### config.mk
export PLATFORM = sky130hd
export DESIGN_NAME = ispc_ctrl
export DESIGN_NICKNAME = d
export VERILOG_FILES = /design/src/hw/ispc_pkg.sv /design/src/hw/ispc_ctrl.sv
export VERILOG_INCLUDE_DIRS = /design/src /design/src/hw
export SDC_FILE = /design/constraint.sdc
export NUM_CORES = 1
export LEC_CHECK = 0
export ABC_AREA = 1
export BUFFER_PORTS_ARGS = -buffer_cell sky130_fd_sc_hd__buf_2
export CAP_MARGIN = 5
export CORE_MARGIN = 3
export CORE_UTILIZATION = 52
export CTS_BUF_LIST = sky130_fd_sc_hd__clkbuf_4
export DETAILED_ROUTE_END_ITERATION = 10
export PLACE_DENSITY_LB_ADDON = 0.12
export SYNTH_ARGS = -nofsm -noshare
export SYNTH_HDL_FRONTEND = slang
export SYNTH_SLANG_ARGS = --single-unit
### constraint.sdc
create_clock -name ref_clk -period 2.6 [get_ports ref_clk]
set_clock_uncertainty 0.2 [all_clocks]
set_input_delay 0.26 -clock ref_clk [delete_from_list [all_inputs] [get_ports ref_clk]]
set_output_delay 0.26 -clock ref_clk [all_outputs]
set_load 0.02 [all_outputs]
### src/hw/ispc_cfg.svh
/*
  Constants for the in-system flash programming controller: register
  offsets, field positions, reset values, command codes and timing counts.
  Assumes the including file sits on a Wishbone bus with 32-bit data.
*/
`ifndef ISPC_CFG_SVH
`define ISPC_CFG_SVH

// ----------------------------------------------------------------
// Register indices; the byte address is the index times four
// ----------------------------------------------------------------
`define ISPC_IDX_TIMED    8'h c7
`define ISPC_IDX_CHIPCTL  8'h 9f
`define ISPC_IDX_TRIGGER  8'h a4
`define ISPC_IDX_ADDRLO   8'h a6
`define ISPC_IDX_ADDRHI   8'h a7
`define ISPC_IDX_DATA     8'h ae
`define ISPC_IDX_CMD      8'h af

// ----------------------------------------------------------------
// Field positions
// ----------------------------------------------------------------
`define ISPC_CC_ENABLE    0
`define ISPC_CC_BOOTSEL   1
`define ISPC_CC_LDUPD     5
`define ISPC_CC_FAULT     6
`define ISPC_CC_SOFTWARE_RESET_BIT     7
`define ISPC_TRG_GO       0

// ----------------------------------------------------------------
// Reset values and codes
// ----------------------------------------------------------------
`define ISPC_CMD_RESET    8'h30
`define ISPC_UNLOCK_1     8'haa
`define ISPC_UNLOCK_2     8'h55
`define ISPC_REG_MAIN     2'h0
`define ISPC_REG_LOADER   2'h1
`define ISPC_REG_CONFIG   2'h3
`define ISPC_OP_READ      4'h0
`define ISPC_OP_PROGRAM   4'h1
`define ISPC_OP_ERASE     4'h2
`define ISPC_PAGE_MASK    8'h7f

// ----------------------------------------------------------------
// Timing
// ----------------------------------------------------------------
`define ISPC_CLK_MHZ      125
`define ISPC_OSC_START_NS 200
`define ISPC_OP_TIME_NS   4000
`define ISPC_OSC_CYC  ((`ISPC_OSC_START_NS * `ISPC_CLK_MHZ + 999) / 1000)
`define ISPC_OP_CYC   ((`ISPC_OP_TIME_NS * `ISPC_CLK_MHZ + 999) / 1000)

`endif

### src/hw/ispc_pkg.sv
/*
  Types for the in-system flash programming controller.
  Assumes ispc_cfg.svh is compiled alongside.
*/
package ispc_pkg;

  typedef enum logic [2:0] {
    ISPC_IDLE  = 3'h0,
    ISPC_CHECK = 3'h1,
    ISPC_RUN   = 3'h2,
    ISPC_DONE  = 3'h3
  } ispc_state_t;

  typedef struct packed {
    ispc_state_t state;
    logic [1:0]  unlock;
    logic        enable;
    logic        bootNext;
    logic        bootPrev;
    logic        ldUpdate;
    logic        fault;
    logic [7:0]  addrLo;
    logic [7:0]  addrHi;
    logic [7:0]  data;
    logic [7:0]  cmd;
    logic [15:0] count;
    logic        oscOn;
    logic        ack;
    logic [31:0] rdat;
    logic        strapped;
    logic        swReset;
  } ispc_regs_t;

endpackage

### src/hw/ispc_ctrl.sv
/*
  In-system flash programming controller: Wishbone register slave,
  timed-access unlock, access checker and operation sequencer that holds
  the processor and drives a byte-wide flash macro port.
  Assumes a processor that stalls on cpuHold and reports which region it
  executes from; the flash macro samples its strobes on ref_clk.
*/
`timescale 1ns/1ns
`include "ispc_cfg.svh"

module ispc_ctrl #(
  parameter int          FLASH_BYTES = 16384,
  parameter int          LOADER_BASE = 16384,
  parameter int          LOADER_SIZE = 2048,
  parameter int          OP_CYCLES   = `ISPC_OP_CYC,
  parameter logic [15:0] OSC_CYCLES  = 16'(`ISPC_OSC_CYC)
) (
  input  wire logic        ref_clk,
  input  wire logic        rst_n,
  input  wire logic [31:0] wb_adr_i,
  input  wire logic [31:0] wb_dat_i,
  output      logic [31:0] wb_dat_o,
  input  wire logic        wb_cyc_i,
  input  wire logic        wb_stb_i,
  input  wire logic        wb_we_i,
  input  wire logic [3:0]  wb_sel_i,
  output      logic        wb_ack_o,
  input  wire logic        bootStrap,
  input  wire logic        runFromLoader,
  input  wire logic        runIntoExternal,
  output      logic        cpuHold,
  output      logic        oscEnable,
  output      logic        softResetReq,
  output      logic [1:0]  flashRegion,
  output      logic [15:0] flashAddr,
  output      logic [7:0]  flashWdata,
  input  wire logic [7:0]  flashRdata,
  output      logic [3:0]  flashOpCode,
  output      logic        flashStrobe
);
  import ispc_pkg::*;

  ispc_regs_t r_q;
  ispc_regs_t r_d;

  logic        req;
  logic        wr;
  logic        wrByte;
  logic [7:0]  wbyte;
  logic [7:0]  idx;
  logic [15:0] addr;
  logic [1:0]  region;
  logic [3:0]  opc;
  logic        modify;
  logic        illegal;
  logic        guarded;

  // ----------------------------------------------------------------
  // Bus decode
  // ----------------------------------------------------------------
  assign req    = wb_cyc_i && wb_stb_i && !r_q.ack;
  assign wr     = req && wb_we_i;
  assign wrByte = wr && wb_sel_i[0];
  assign wbyte  = wb_dat_i[7:0];
  assign idx    = wb_adr_i[9:2];
  assign addr   = {r_q.addrHi, r_q.addrLo};
  assign region = r_q.cmd[7:6];
  assign opc    = r_q.cmd[3:0];
  assign modify = (opc == `ISPC_OP_ERASE) || (opc == `ISPC_OP_PROGRAM);
  assign guarded = (r_q.unlock == 2'h2);

  // ----------------------------------------------------------------
  // Access checker
  // ----------------------------------------------------------------
  always_comb begin
    illegal = 1'b0;
    if (runIntoExternal) begin
      illegal = 1'b1;
    end
    case (region)
      `ISPC_REG_MAIN: begin
        if (32'(addr) >= FLASH_BYTES) begin
          illegal = 1'b1;
        end
        if (modify && !runFromLoader) begin
          illegal = 1'b1;
        end
      end
      `ISPC_REG_LOADER: begin
        if (32'(addr) >= LOADER_SIZE) begin
          illegal = 1'b1;
        end
        if (modify && runFromLoader) begin
          illegal = 1'b1;
        end
        if (modify && !runFromLoader && !r_q.ldUpdate) begin
          illegal = 1'b1;
        end
      end
      `ISPC_REG_CONFIG: begin
        if (!runFromLoader) begin
          illegal = 1'b1;
        end
        if (opc == `ISPC_OP_ERASE && addr != 16'h0000) begin
          illegal = 1'b1;
        end
      end
      default: begin
        illegal = 1'b1;
      end
    endcase
    if (opc == `ISPC_OP_ERASE && (addr[7:0] & `ISPC_PAGE_MASK) != 8'h00)
    begin
      illegal = 1'b1;
    end
    if (opc != `ISPC_OP_ERASE && opc != `ISPC_OP_PROGRAM &&
        opc != `ISPC_OP_READ) begin
      illegal = 1'b1;
    end
  end

  // ----------------------------------------------------------------
  // Next state
  // ----------------------------------------------------------------
  always_comb begin
    r_d = r_q;
    r_d.ack = req;
    r_d.swReset = 1'b0;
    if (!r_q.strapped) begin
      r_d.strapped = 1'b1;
      r_d.bootPrev = bootStrap;
      r_d.bootNext = bootStrap;
    end
    // A software reset reboots from the source chosen by the last write
    if (r_q.swReset) begin
      r_d.bootPrev = r_q.bootNext;
    end
    r_d.oscOn = r_q.enable;

    // Timed-access unlock: 0xaa then 0x55, good for one next write
    if (wr && idx == `ISPC_IDX_TIMED && wrByte) begin
      if (wbyte == `ISPC_UNLOCK_1) begin
        r_d.unlock = 2'h1;
      end else if (wbyte == `ISPC_UNLOCK_2 && r_q.unlock == 2'h1) begin
        r_d.unlock = 2'h2;
      end else begin
        r_d.unlock = 2'h0;
      end
    end else if (wr) begin
      r_d.unlock = 2'h0;
    end

    if (wrByte) begin
      case (idx)
        `ISPC_IDX_CHIPCTL: begin
          if (guarded) begin
            r_d.enable   = wbyte[`ISPC_CC_ENABLE];
            r_d.bootNext = wbyte[`ISPC_CC_BOOTSEL];
            r_d.ldUpdate = wbyte[`ISPC_CC_LDUPD];
            r_d.swReset  = wbyte[`ISPC_CC_SOFTWARE_RESET_BIT];
            if (!wbyte[`ISPC_CC_FAULT]) begin
              r_d.fault = 1'b0;
            end
          end
        end
        `ISPC_IDX_ADDRLO: r_d.addrLo = wbyte;
        `ISPC_IDX_ADDRHI: r_d.addrHi = wbyte;
        `ISPC_IDX_DATA:   r_d.data   = wbyte;
        `ISPC_IDX_CMD:    r_d.cmd    = wbyte;
        default: begin
        end
      endcase
    end

    // ----------------------------------------------------------------
    // Sequencer
    // ----------------------------------------------------------------
    case (r_q.state)
      ISPC_IDLE: begin
        if (wrByte && idx == `ISPC_IDX_TRIGGER && guarded &&
            wbyte[`ISPC_TRG_GO] && r_q.enable) begin
          r_d.state = ISPC_CHECK;
          r_d.count = OSC_CYCLES;
        end
      end
      ISPC_CHECK: begin
        if (r_q.count != 16'h0000) begin
          r_d.count = r_q.count - 16'h0001;
        end else if (illegal) begin
          r_d.fault = 1'b1;
          r_d.state = ISPC_DONE;
        end else begin
          r_d.count = 16'(OP_CYCLES);
          r_d.state = ISPC_RUN;
        end
      end
      ISPC_RUN: begin
        if (r_q.count != 16'h0000) begin
          r_d.count = r_q.count - 16'h0001;
        end else begin
          if (opc == `ISPC_OP_READ) begin
            r_d.data = flashRdata;
          end
          r_d.state = ISPC_DONE;
        end
      end
      ISPC_DONE: begin
        r_d.state = ISPC_IDLE;
      end
      default: begin
        r_d.state = ISPC_IDLE;
      end
    endcase

    // Read data
    case (idx)
      `ISPC_IDX_CHIPCTL: r_d.rdat = {24'h0, 1'b0, r_d.fault,
                                     r_q.ldUpdate, 3'h0, r_q.bootPrev,
                                     r_q.enable};
      `ISPC_IDX_ADDRLO:  r_d.rdat = {24'h0, r_q.addrLo};
      `ISPC_IDX_ADDRHI:  r_d.rdat = {24'h0, r_q.addrHi};
      `ISPC_IDX_DATA:    r_d.rdat = {24'h0, r_q.data};
      `ISPC_IDX_CMD:     r_d.rdat = {24'h0, r_q.cmd};
      default:           r_d.rdat = 32'h0;
    endcase
  end

  // ----------------------------------------------------------------
  // State register
  // ----------------------------------------------------------------
  always_ff @(posedge ref_clk) begin
    if (!rst_n) begin
      r_q <= '{state: ISPC_IDLE, cmd: `ISPC_CMD_RESET, default: '0};
    end else begin
      r_q <= r_d;
    end
  end

  // ----------------------------------------------------------------
  // Outputs
  // ----------------------------------------------------------------
  assign wb_ack_o     = r_q.ack;
  assign wb_dat_o     = r_q.rdat;
  assign cpuHold      = (r_q.state != ISPC_IDLE);
  assign oscEnable    = r_q.oscOn;
  assign softResetReq = r_q.swReset;
  assign flashRegion  = region;
  assign flashAddr    = addr;
  assign flashWdata   = r_q.data;
  assign flashOpCode  = opc;
  assign flashStrobe  = (r_q.state == ISPC_RUN);
endmodule

==> run_results.csv, run 1 <==
group,metric,value,unit
floorplan,core,7807,um2
finish,stdcell_area,4631,um2
grt,gr-total-overflow,0,
finish,antenna_cells,0,
finish,drive_above_1_share,0.1953,
timing,worstMarginPinSlew,0.7675,ns
clock_network,root_buffer,"clkbuf_4",
timing,setup-tns-final,0,ns
pwr,leakage,2.249,nW
floorplan,die_area,9274,um2
finish,fin_cells,778,
worst_setup_path,r2r-start,"r_q[36]",
clock_network,cts_htree_levels,3,
finish,area_growth,9.206,%
worst_setup_path,cp_cell_sequence,"dlygate4sd3_1 -> buf_2 -> nor4_1 -> dlygate4sd3_1 -> nand3_1 -> dlygate4sd3_1 -> a21oi_1",
grt,grt_start_max_net_pins,49,
grt,grt_pass1_wl,18.03,mm
logic_synthesis,synth_common_cells,"98 x nand2_1, 75 x inv_1, 70 x nor2_1",
clock_network,cts.sinks,69,
logic_synthesis,yosysUniqueCellTypes,40,
place,place_area,4289,um2
detailed_routing,drt_iter0_drc,315,
timing,slew_headroom,0.4878,
timing,finalCritPeriodShare,0.9349,
pwr,power_density,876.0,nW/um2
timing,finalHoldViolCount,0,
worst_setup_path,endpoint_kind,"flip-flop",
pwr,ir_worst_vdd,0.4848,mV
timing,setup_viol,0,
place,gp_congestion,0.9491,
min_path,hold_end,"r_q[84]",
clock_network,ctsResizeCount,0,
logic_synthesis,yosysMostFrequentCell,"nand2_1",
floorplan,start_util,0.5431,
floorplan,die_w,96.30,um
worst_setup_path,crit_top_cell,"dlygate4sd3_1",
logic_synthesis,synthArstFlopShare,0,
timing,rsz0062_at_grt,"false",
detailed_routing,routed_wl,11.18,mm
logic_synthesis,synthCells,620,
clock_network,cts_tree,"built",
min_path,min_from,"wb_dat_i[6]",
clock_network,clk_path_buf_depth,2,
place,dp.cells,746,
worst_setup_path,worst_path_max_delay_cell,"dlygate4sd3_1",
floorplan,die_y,96.30,um
logic_synthesis,synth-edff-count,0,
worst_setup_path,rrSetupSlack,0.27,ns
grt,grtUsageTotal,0.2535,
worst_setup_path,path_class,"input pin to flip-flop",
logic_synthesis,ys.flop_type,"dfxtp_1",
detailed_routing,wire_per_inst,14.37,um
timing,slew_viol_final,0,
logic_synthesis,synth_top_area_share,0.3258,
logic_synthesis,ys_top_cells_by_area,"dfxtp_1 33%, buf_4 11%, nand2_1 8.7%",
grt,antenna_found_initial,0,
detailed_routing,ant_nets,0,
worst_setup_path,cp.arrival,2.58,ns
worst_setup_path,cpPeakStageDelay,0.59,ns
outcome,status,"finished clean",
detailed_routing,routed_via_density,5.162,
logic_synthesis,syn_area_per_cell,6.839,um2
clock_network,cts_buffers,9,
logic_synthesis,synth_warnings,0,
timing,fin_ws,0.1693,ns
logic_synthesis,yosysSeqAreaShare,0.3258,
worst_setup_path,r2r_cells,11,
logic_synthesis,synthesis.area,4240,um2
job,maxCapViolCount,0,
timing,fmax,411.4,MHz
logic_synthesis,synth-seq-cells,69,
min_path,hold_depth,3,
worst_setup_path,path_max_fanout,2,
floorplan,boundaryPins,151,
finish,multi_input_area,2063,um2
floorplan,num_rows,32,
clock_network,worstSkewPairLatency,0.42,ns
detailed_routing,drc,0,
worst_setup_path,crit_start,"wb_dat_i[2]",
place,portBuffers,75,
place,dp_slack,0.2863,ns
finish,fill_cells,796,
detailed_routing,drt_pass1_iterations,5,
finish,regArea,1381,um2
place,hpwl,8.299,mm
clock_network,cts.clk_slew.worst_paths,0.12,ns
timing,whs,0.01808,ns
worst_setup_path,required,2.75,ns
logic_synthesis,synth_area_leader_cell,"dfxtp_1",
worst_setup_path,r2r_end,"r_q[48]",
worst_setup_path,worstSetupStartpointType,"input pin",
timing,post-route-min-period,2.431,ns
min_path,min-delay-path-class,"input pin to flip-flop",
finish,final_nets,760,
detailed_routing,vias,4016,
grt,grt_pass1_vias,3560,
==> cells by family after synthesis <==
kind of cell / count (synthesis) / share of synthesized area
and+or+nand+nor: 258 / 0.2806
buffers and inverters: 160 / 0.2080
AOI/OAI and AO/OA: 117 / 0.1493
DFF: 69 / 0.3258
xor gates and xnor gates: 10 / 0.02066
adders and majority gates: 5 / 0.01475
other: 1 / 0.0008844
==> how the worst max path moves through the flow <==
| stage | end | slack [ns] | depth (start not counted) |
|---|---|---|---|
| detailed placement | r_q[47] | 0.29 | 11 |
| floorplan | r_q[42] | 0.67 | 12 |
| finish | r_q[89] | 0.17 | 7 |
| CTS | r_q[48] | 0.26 | 11 |
| global placement | r_q[42] | 0.33 | 11 |
| global route | r_q[46] | 0.07 | 11 |
==> layout make-up <==
| class | instances | share of cell area |
|---|---|---|
| clock buffer | 9 | 0.01459 |
| multi-input combinational | 414 | 0.4456 |
| tap | 102 | 0.02756 |
| clock inverter | 7 | 0.02459 |
| inverter | 81 | 0.06566 |
| sequential | 69 | 0.2983 |
| timing repair buffer | 96 | 0.1238 |
==> layer usage <==
metal  wire (um)  share of wire  up-vias  track usage
met4         121          0.011        0      0.05607
met1        5312           0.48     1803       0.3678
met2        4798           0.43      189       0.3887
met3         946          0.085       11      0.04848
met5           0              0        -            0
li1            -              -     2013            -
==> critical path, delay by kind of cell <==
kind / cells / cell delay [ns]
buffers and inverters: 4 / 1.84
and+or+nand+nor: 2 / 0.35
AOI/OAI and AO/OA: 1 / 0.12
==> report_power, final <==
group / switching (mW) / internal [mW]
sequential: 0.130 / 1.19
combinational: 1.20 / 0.652
clock: 0.405 / 0.481
==> layout by cell type (no fill, tap or decap), types with 2 or more instances in the layout <==
master and count:
conb_1 24, o21ai_0 41, clkbuf_4 9, clkinv_1 2
nand3_1 37, dfxtp_1 69, nand3_2 2, a21oi_1 48
nor4_1 3, or2_2 2, nor2_2 12, o22ai_1 5
nand2_2 8, buf_4 5, xnor2_1 2, buf_2 75
o21ai_1 10, bufinv_16 3, xor2_1 8, o211ai_1 3
inv_1 75, nor2_4 4, a32o_1 2, a211oi_1 3
nand4_1 8, ha_1 5, nor3_1 8, nand2_1 98
nor2_1 70, dlygate4sd3_1 16, nor3_2 2, inv_2 5
clkinvlp_4 2
==> what timing repair did <==
item,in CTS,in global routing
hold buffers,16,0
hold endpoints to repair,14,0
buffers inserted,0,0
==> per-stage QoR <==
stage                     power [mW]    util
after floorplan                2.866       -
after global placement         3.132  0.5494
after detailed placement       3.159  0.5494
after CTS                      4.063  0.5931
after global routing           4.430  0.5931
final                          4.056  0.5931
==> registers in the layout, summed over array words and instances (netlist names) <==
| name | cells |
|---|---|
| r_q | 27 |
| flashAddr | 16 |
| flashWdata | 8 |
| wb_dat_o | 8 |
| flashOpCode | 4 |
| flashRegion | 2 |
| oscEnable | 1 |
| r_d | 1 |
| softResetReq | 1 |
| wb_ack_o | 1 |
Note: power is estimated with default switching activity, not from simulation.
==> run 2, diff against run 1 <==
--- a/config.mk
+++ b/config.mk
@@ -10,7 +10,7 @@
 export BUFFER_PORTS_ARGS = -buffer_cell sky130_fd_sc_hd__buf_2
 export CAP_MARGIN = 5
 export CORE_MARGIN = 3
-export CORE_UTILIZATION = 52
+export CORE_UTILIZATION = 50
 export CTS_BUF_LIST = sky130_fd_sc_hd__clkbuf_4
 export DETAILED_ROUTE_END_ITERATION = 10
 export PLACE_DENSITY_LB_ADDON = 0.12
==> run 2 against run 1 <==
  * Cell area down 2.1%
  * First-iteration DRC count up 12%
  * Die area up 3.8%
  * Non-clock buffer count down 1
  * Final cell count down 0.39%
  * Sequential power about the same
  * Sequential share of layout area up 0.65 points
  * Count of clock-buffer cells in the layout up 1
  * Core utilization down 2.4 points
  * Largest cell class unchanged
  * Highest routed layer unchanged
==> run_results.csv, run 2 (synthesized netlist as in run 1, its figures left out) <==
group,metric,value,unit
grt,gr-total-overflow,0,
place,dp_slack,0.3560,ns
worst_setup_path,path_max_fanout,12,
detailed_routing,drt_iter0_drc,354,
timing,setup-tns-final,0,ns
place,place_area,4289,um2
pwr,power_density,830.4,nW/um2
finish,fin_cells,775,
finish,largest_reg_flops,27,
floorplan,start_util,0.5322,
worst_setup_path,worst_path_max_delay_cell,"dlygate4sd3_1",
worst_setup_path,rrSetupSlack,0.28,ns
clock_network,cts_tree,"built",
pwr,leakage,2.215,nW
floorplan,boundaryPins,151,
timing,worstMarginPinSlew,0.7490,ns
worst_setup_path,crit_family,"simple AND/OR/NAND/NOR gates",
timing,fin_ws,0.2120,ns
floorplan,die_y,98.09,um
detailed_routing,routed_via_density,5.142,
timing,finalHoldViolCount,0,
clock_network,clk_path_buf_depth,2,
place,dp.cells,746,
worst_setup_path,required,2.70,ns
timing,fmax,418.8,MHz
clock_network,cts_htree_levels,3,
grt,grt_pass1_vias,3538,
floorplan,core,7968,um2
worst_setup_path,path_class,"input pin to flip-flop",
detailed_routing,drt_pass1_iterations,5,
timing,setup_viol,0,
grt,grt_pass1_wl,18.02,mm
worst_setup_path,crit_top_cell,"nand2_2",
finish,stdcell_area,4532,um2
job,maxCapViolCount,0,
detailed_routing,routed_wl,11.25,mm
finish,drive_above_1_share,0.1917,
place,portBuffers,75,
grt,grtUsageTotal,0.2337,
timing,finalCritPeriodShare,0.9185,
floorplan,die_w,98.09,um
floorplan,die_area,9622,um2
pwr,ir_worst_vdd,0.4671,mV
grt,antenna_found_initial,0,
floorplan,num_rows,32,
finish,area_growth,6.875,%
finish,antenna_cells,0,
clock_network,ctsResizeCount,0,
finish,layout_common_cells,"98 x nand2_1, 75 x inv_1, 75 x buf_2",
place,gp_congestion,0.9248,
detailed_routing,wire_per_inst,14.51,um
pwr,p_total,3.763,mW
clock_network,worstSkewPairLatency,0.41,ns
timing,slew_headroom,0.5002,
worst_setup_path,cp_num_buf_inv,3,
worst_setup_path,endpoint_kind,"flip-flop",
finish,final_nets,759,
timing,post-route-min-period,2.388,ns
clock_network,cts.clk_slew.worst_paths,0.10,ns
outcome,status,"finished clean",
finish,top_register,"r_q",
clock_network,root_buffer,"clkbuf_4",
worst_setup_path,cp.arrival,2.49,ns
timing,rsz0062_at_grt,"false",
detailed_routing,ant_nets,0,
place,hpwl,8.332,mm
clock_network,cts.sinks,69,
worst_setup_path,worstSetupStartpointType,"input pin",
min_path,min-delay-path-class,"input pin to flip-flop",
worst_setup_path,cp_cell_sequence,"dlygate4sd3_1 -> buf_2 -> nand4_1 -> inv_2 -> nand2_2 -> nor2_2 -> nand2_1 -> nand2_2 -> nand2_2 -> nor2_4 -> nand2_2 -> nor2_1 -> nor2_1",
grt,grt_start_max_net_pins,49,
clock_network,cts_buffers,9,
detailed_routing,vias,3985,
timing,slew_viol_final,0,
finish,layout_commonest_cell,"nand2_1",
detailed_routing,drc,0,
worst_setup_path,cpPeakStageDelay,0.52,ns
==> run 2: changes by cell type in the layout (fill, tap and decap cells not counted) <==
cell	delta
clkinv_2	+1
clkinvlp_4	-2
dlygate4sd3_1	-1
bufinv_16	-3
clkbuf_4	+1
clkinv_1	+1
==> run 2: layout make-up <==
type / instances / area [um2]
Tap cell: 102 / 127.6
Fill cell: 816 / 3436
Clock inverter: 4 / 17.52
Multi-Input combinational cell: 414 / 2063
Inverter: 81 / 304.0
Clock buffer: 10 / 75.07
Timing Repair Buffer: 95 / 563.0
Sequential cell: 69 / 1381
==> run 2: worst register-to-register path: cells and delay by family, from the launching register on <==
kind,cells,cell delay (ns)
and+or+nand+nor,7,0.94
AOI/OAI and AO/OA,1,0.18
adders and majority gates,1,0.23
DFF,1,0.33
buffers and inverters,2,0.35
==> run 2: per-stage QoR <==
step	util	hold WS, ns
2_1_floorplan	-	0.08772
3_3_place_gp	0.5383	0.2669
3_5_place_dp	0.5383	0.2734
4_1_cts	0.5688	0.006529
5_1_grt	0.5688	0.05226
6_report	0.5688	0.01478
==> run 2: worst paths after layout <==
check / startpoint / to / depth (start not counted)
worst min register to register: r_q[89] / r_q[89] / 2
worst max-delay path: wb_cyc_i / r_q[51] / 13
worst max register to register: r_q[36] / wb_dat_o[6] / 11
worst min-delay path: wb_dat_i[1] / r_q[87] / 3
==> run 2: power breakdown <==
group | total (mW) | internal [mW] | switching [mW]
Sequential | 1.32 | 1.19 | 0.128
Combinational | 1.90 | 0.671 | 1.23
Clock | 0.550 | 0.188 | 0.362
==> run 2: timing repair <==
| action | 4_1_cts | 5_1_grt |
|---|---|---|
| endpoints found under the hold margin | 13 | 0 |
| hold buffers | 15 | 0 |
| buffers inserted | 0 | 0 |
==> run 2: per-layer routing <==
metal  share of wire  routed length [um]  up-vias  global-route usage
met5               0                   0        -                   0
met4           0.011                 126        0             0.06283
met3           0.078                 876        9             0.03571
met2            0.41                4631      156              0.3283
met1            0.50                5615     1801              0.3672
li1                -                   -     2019                   -
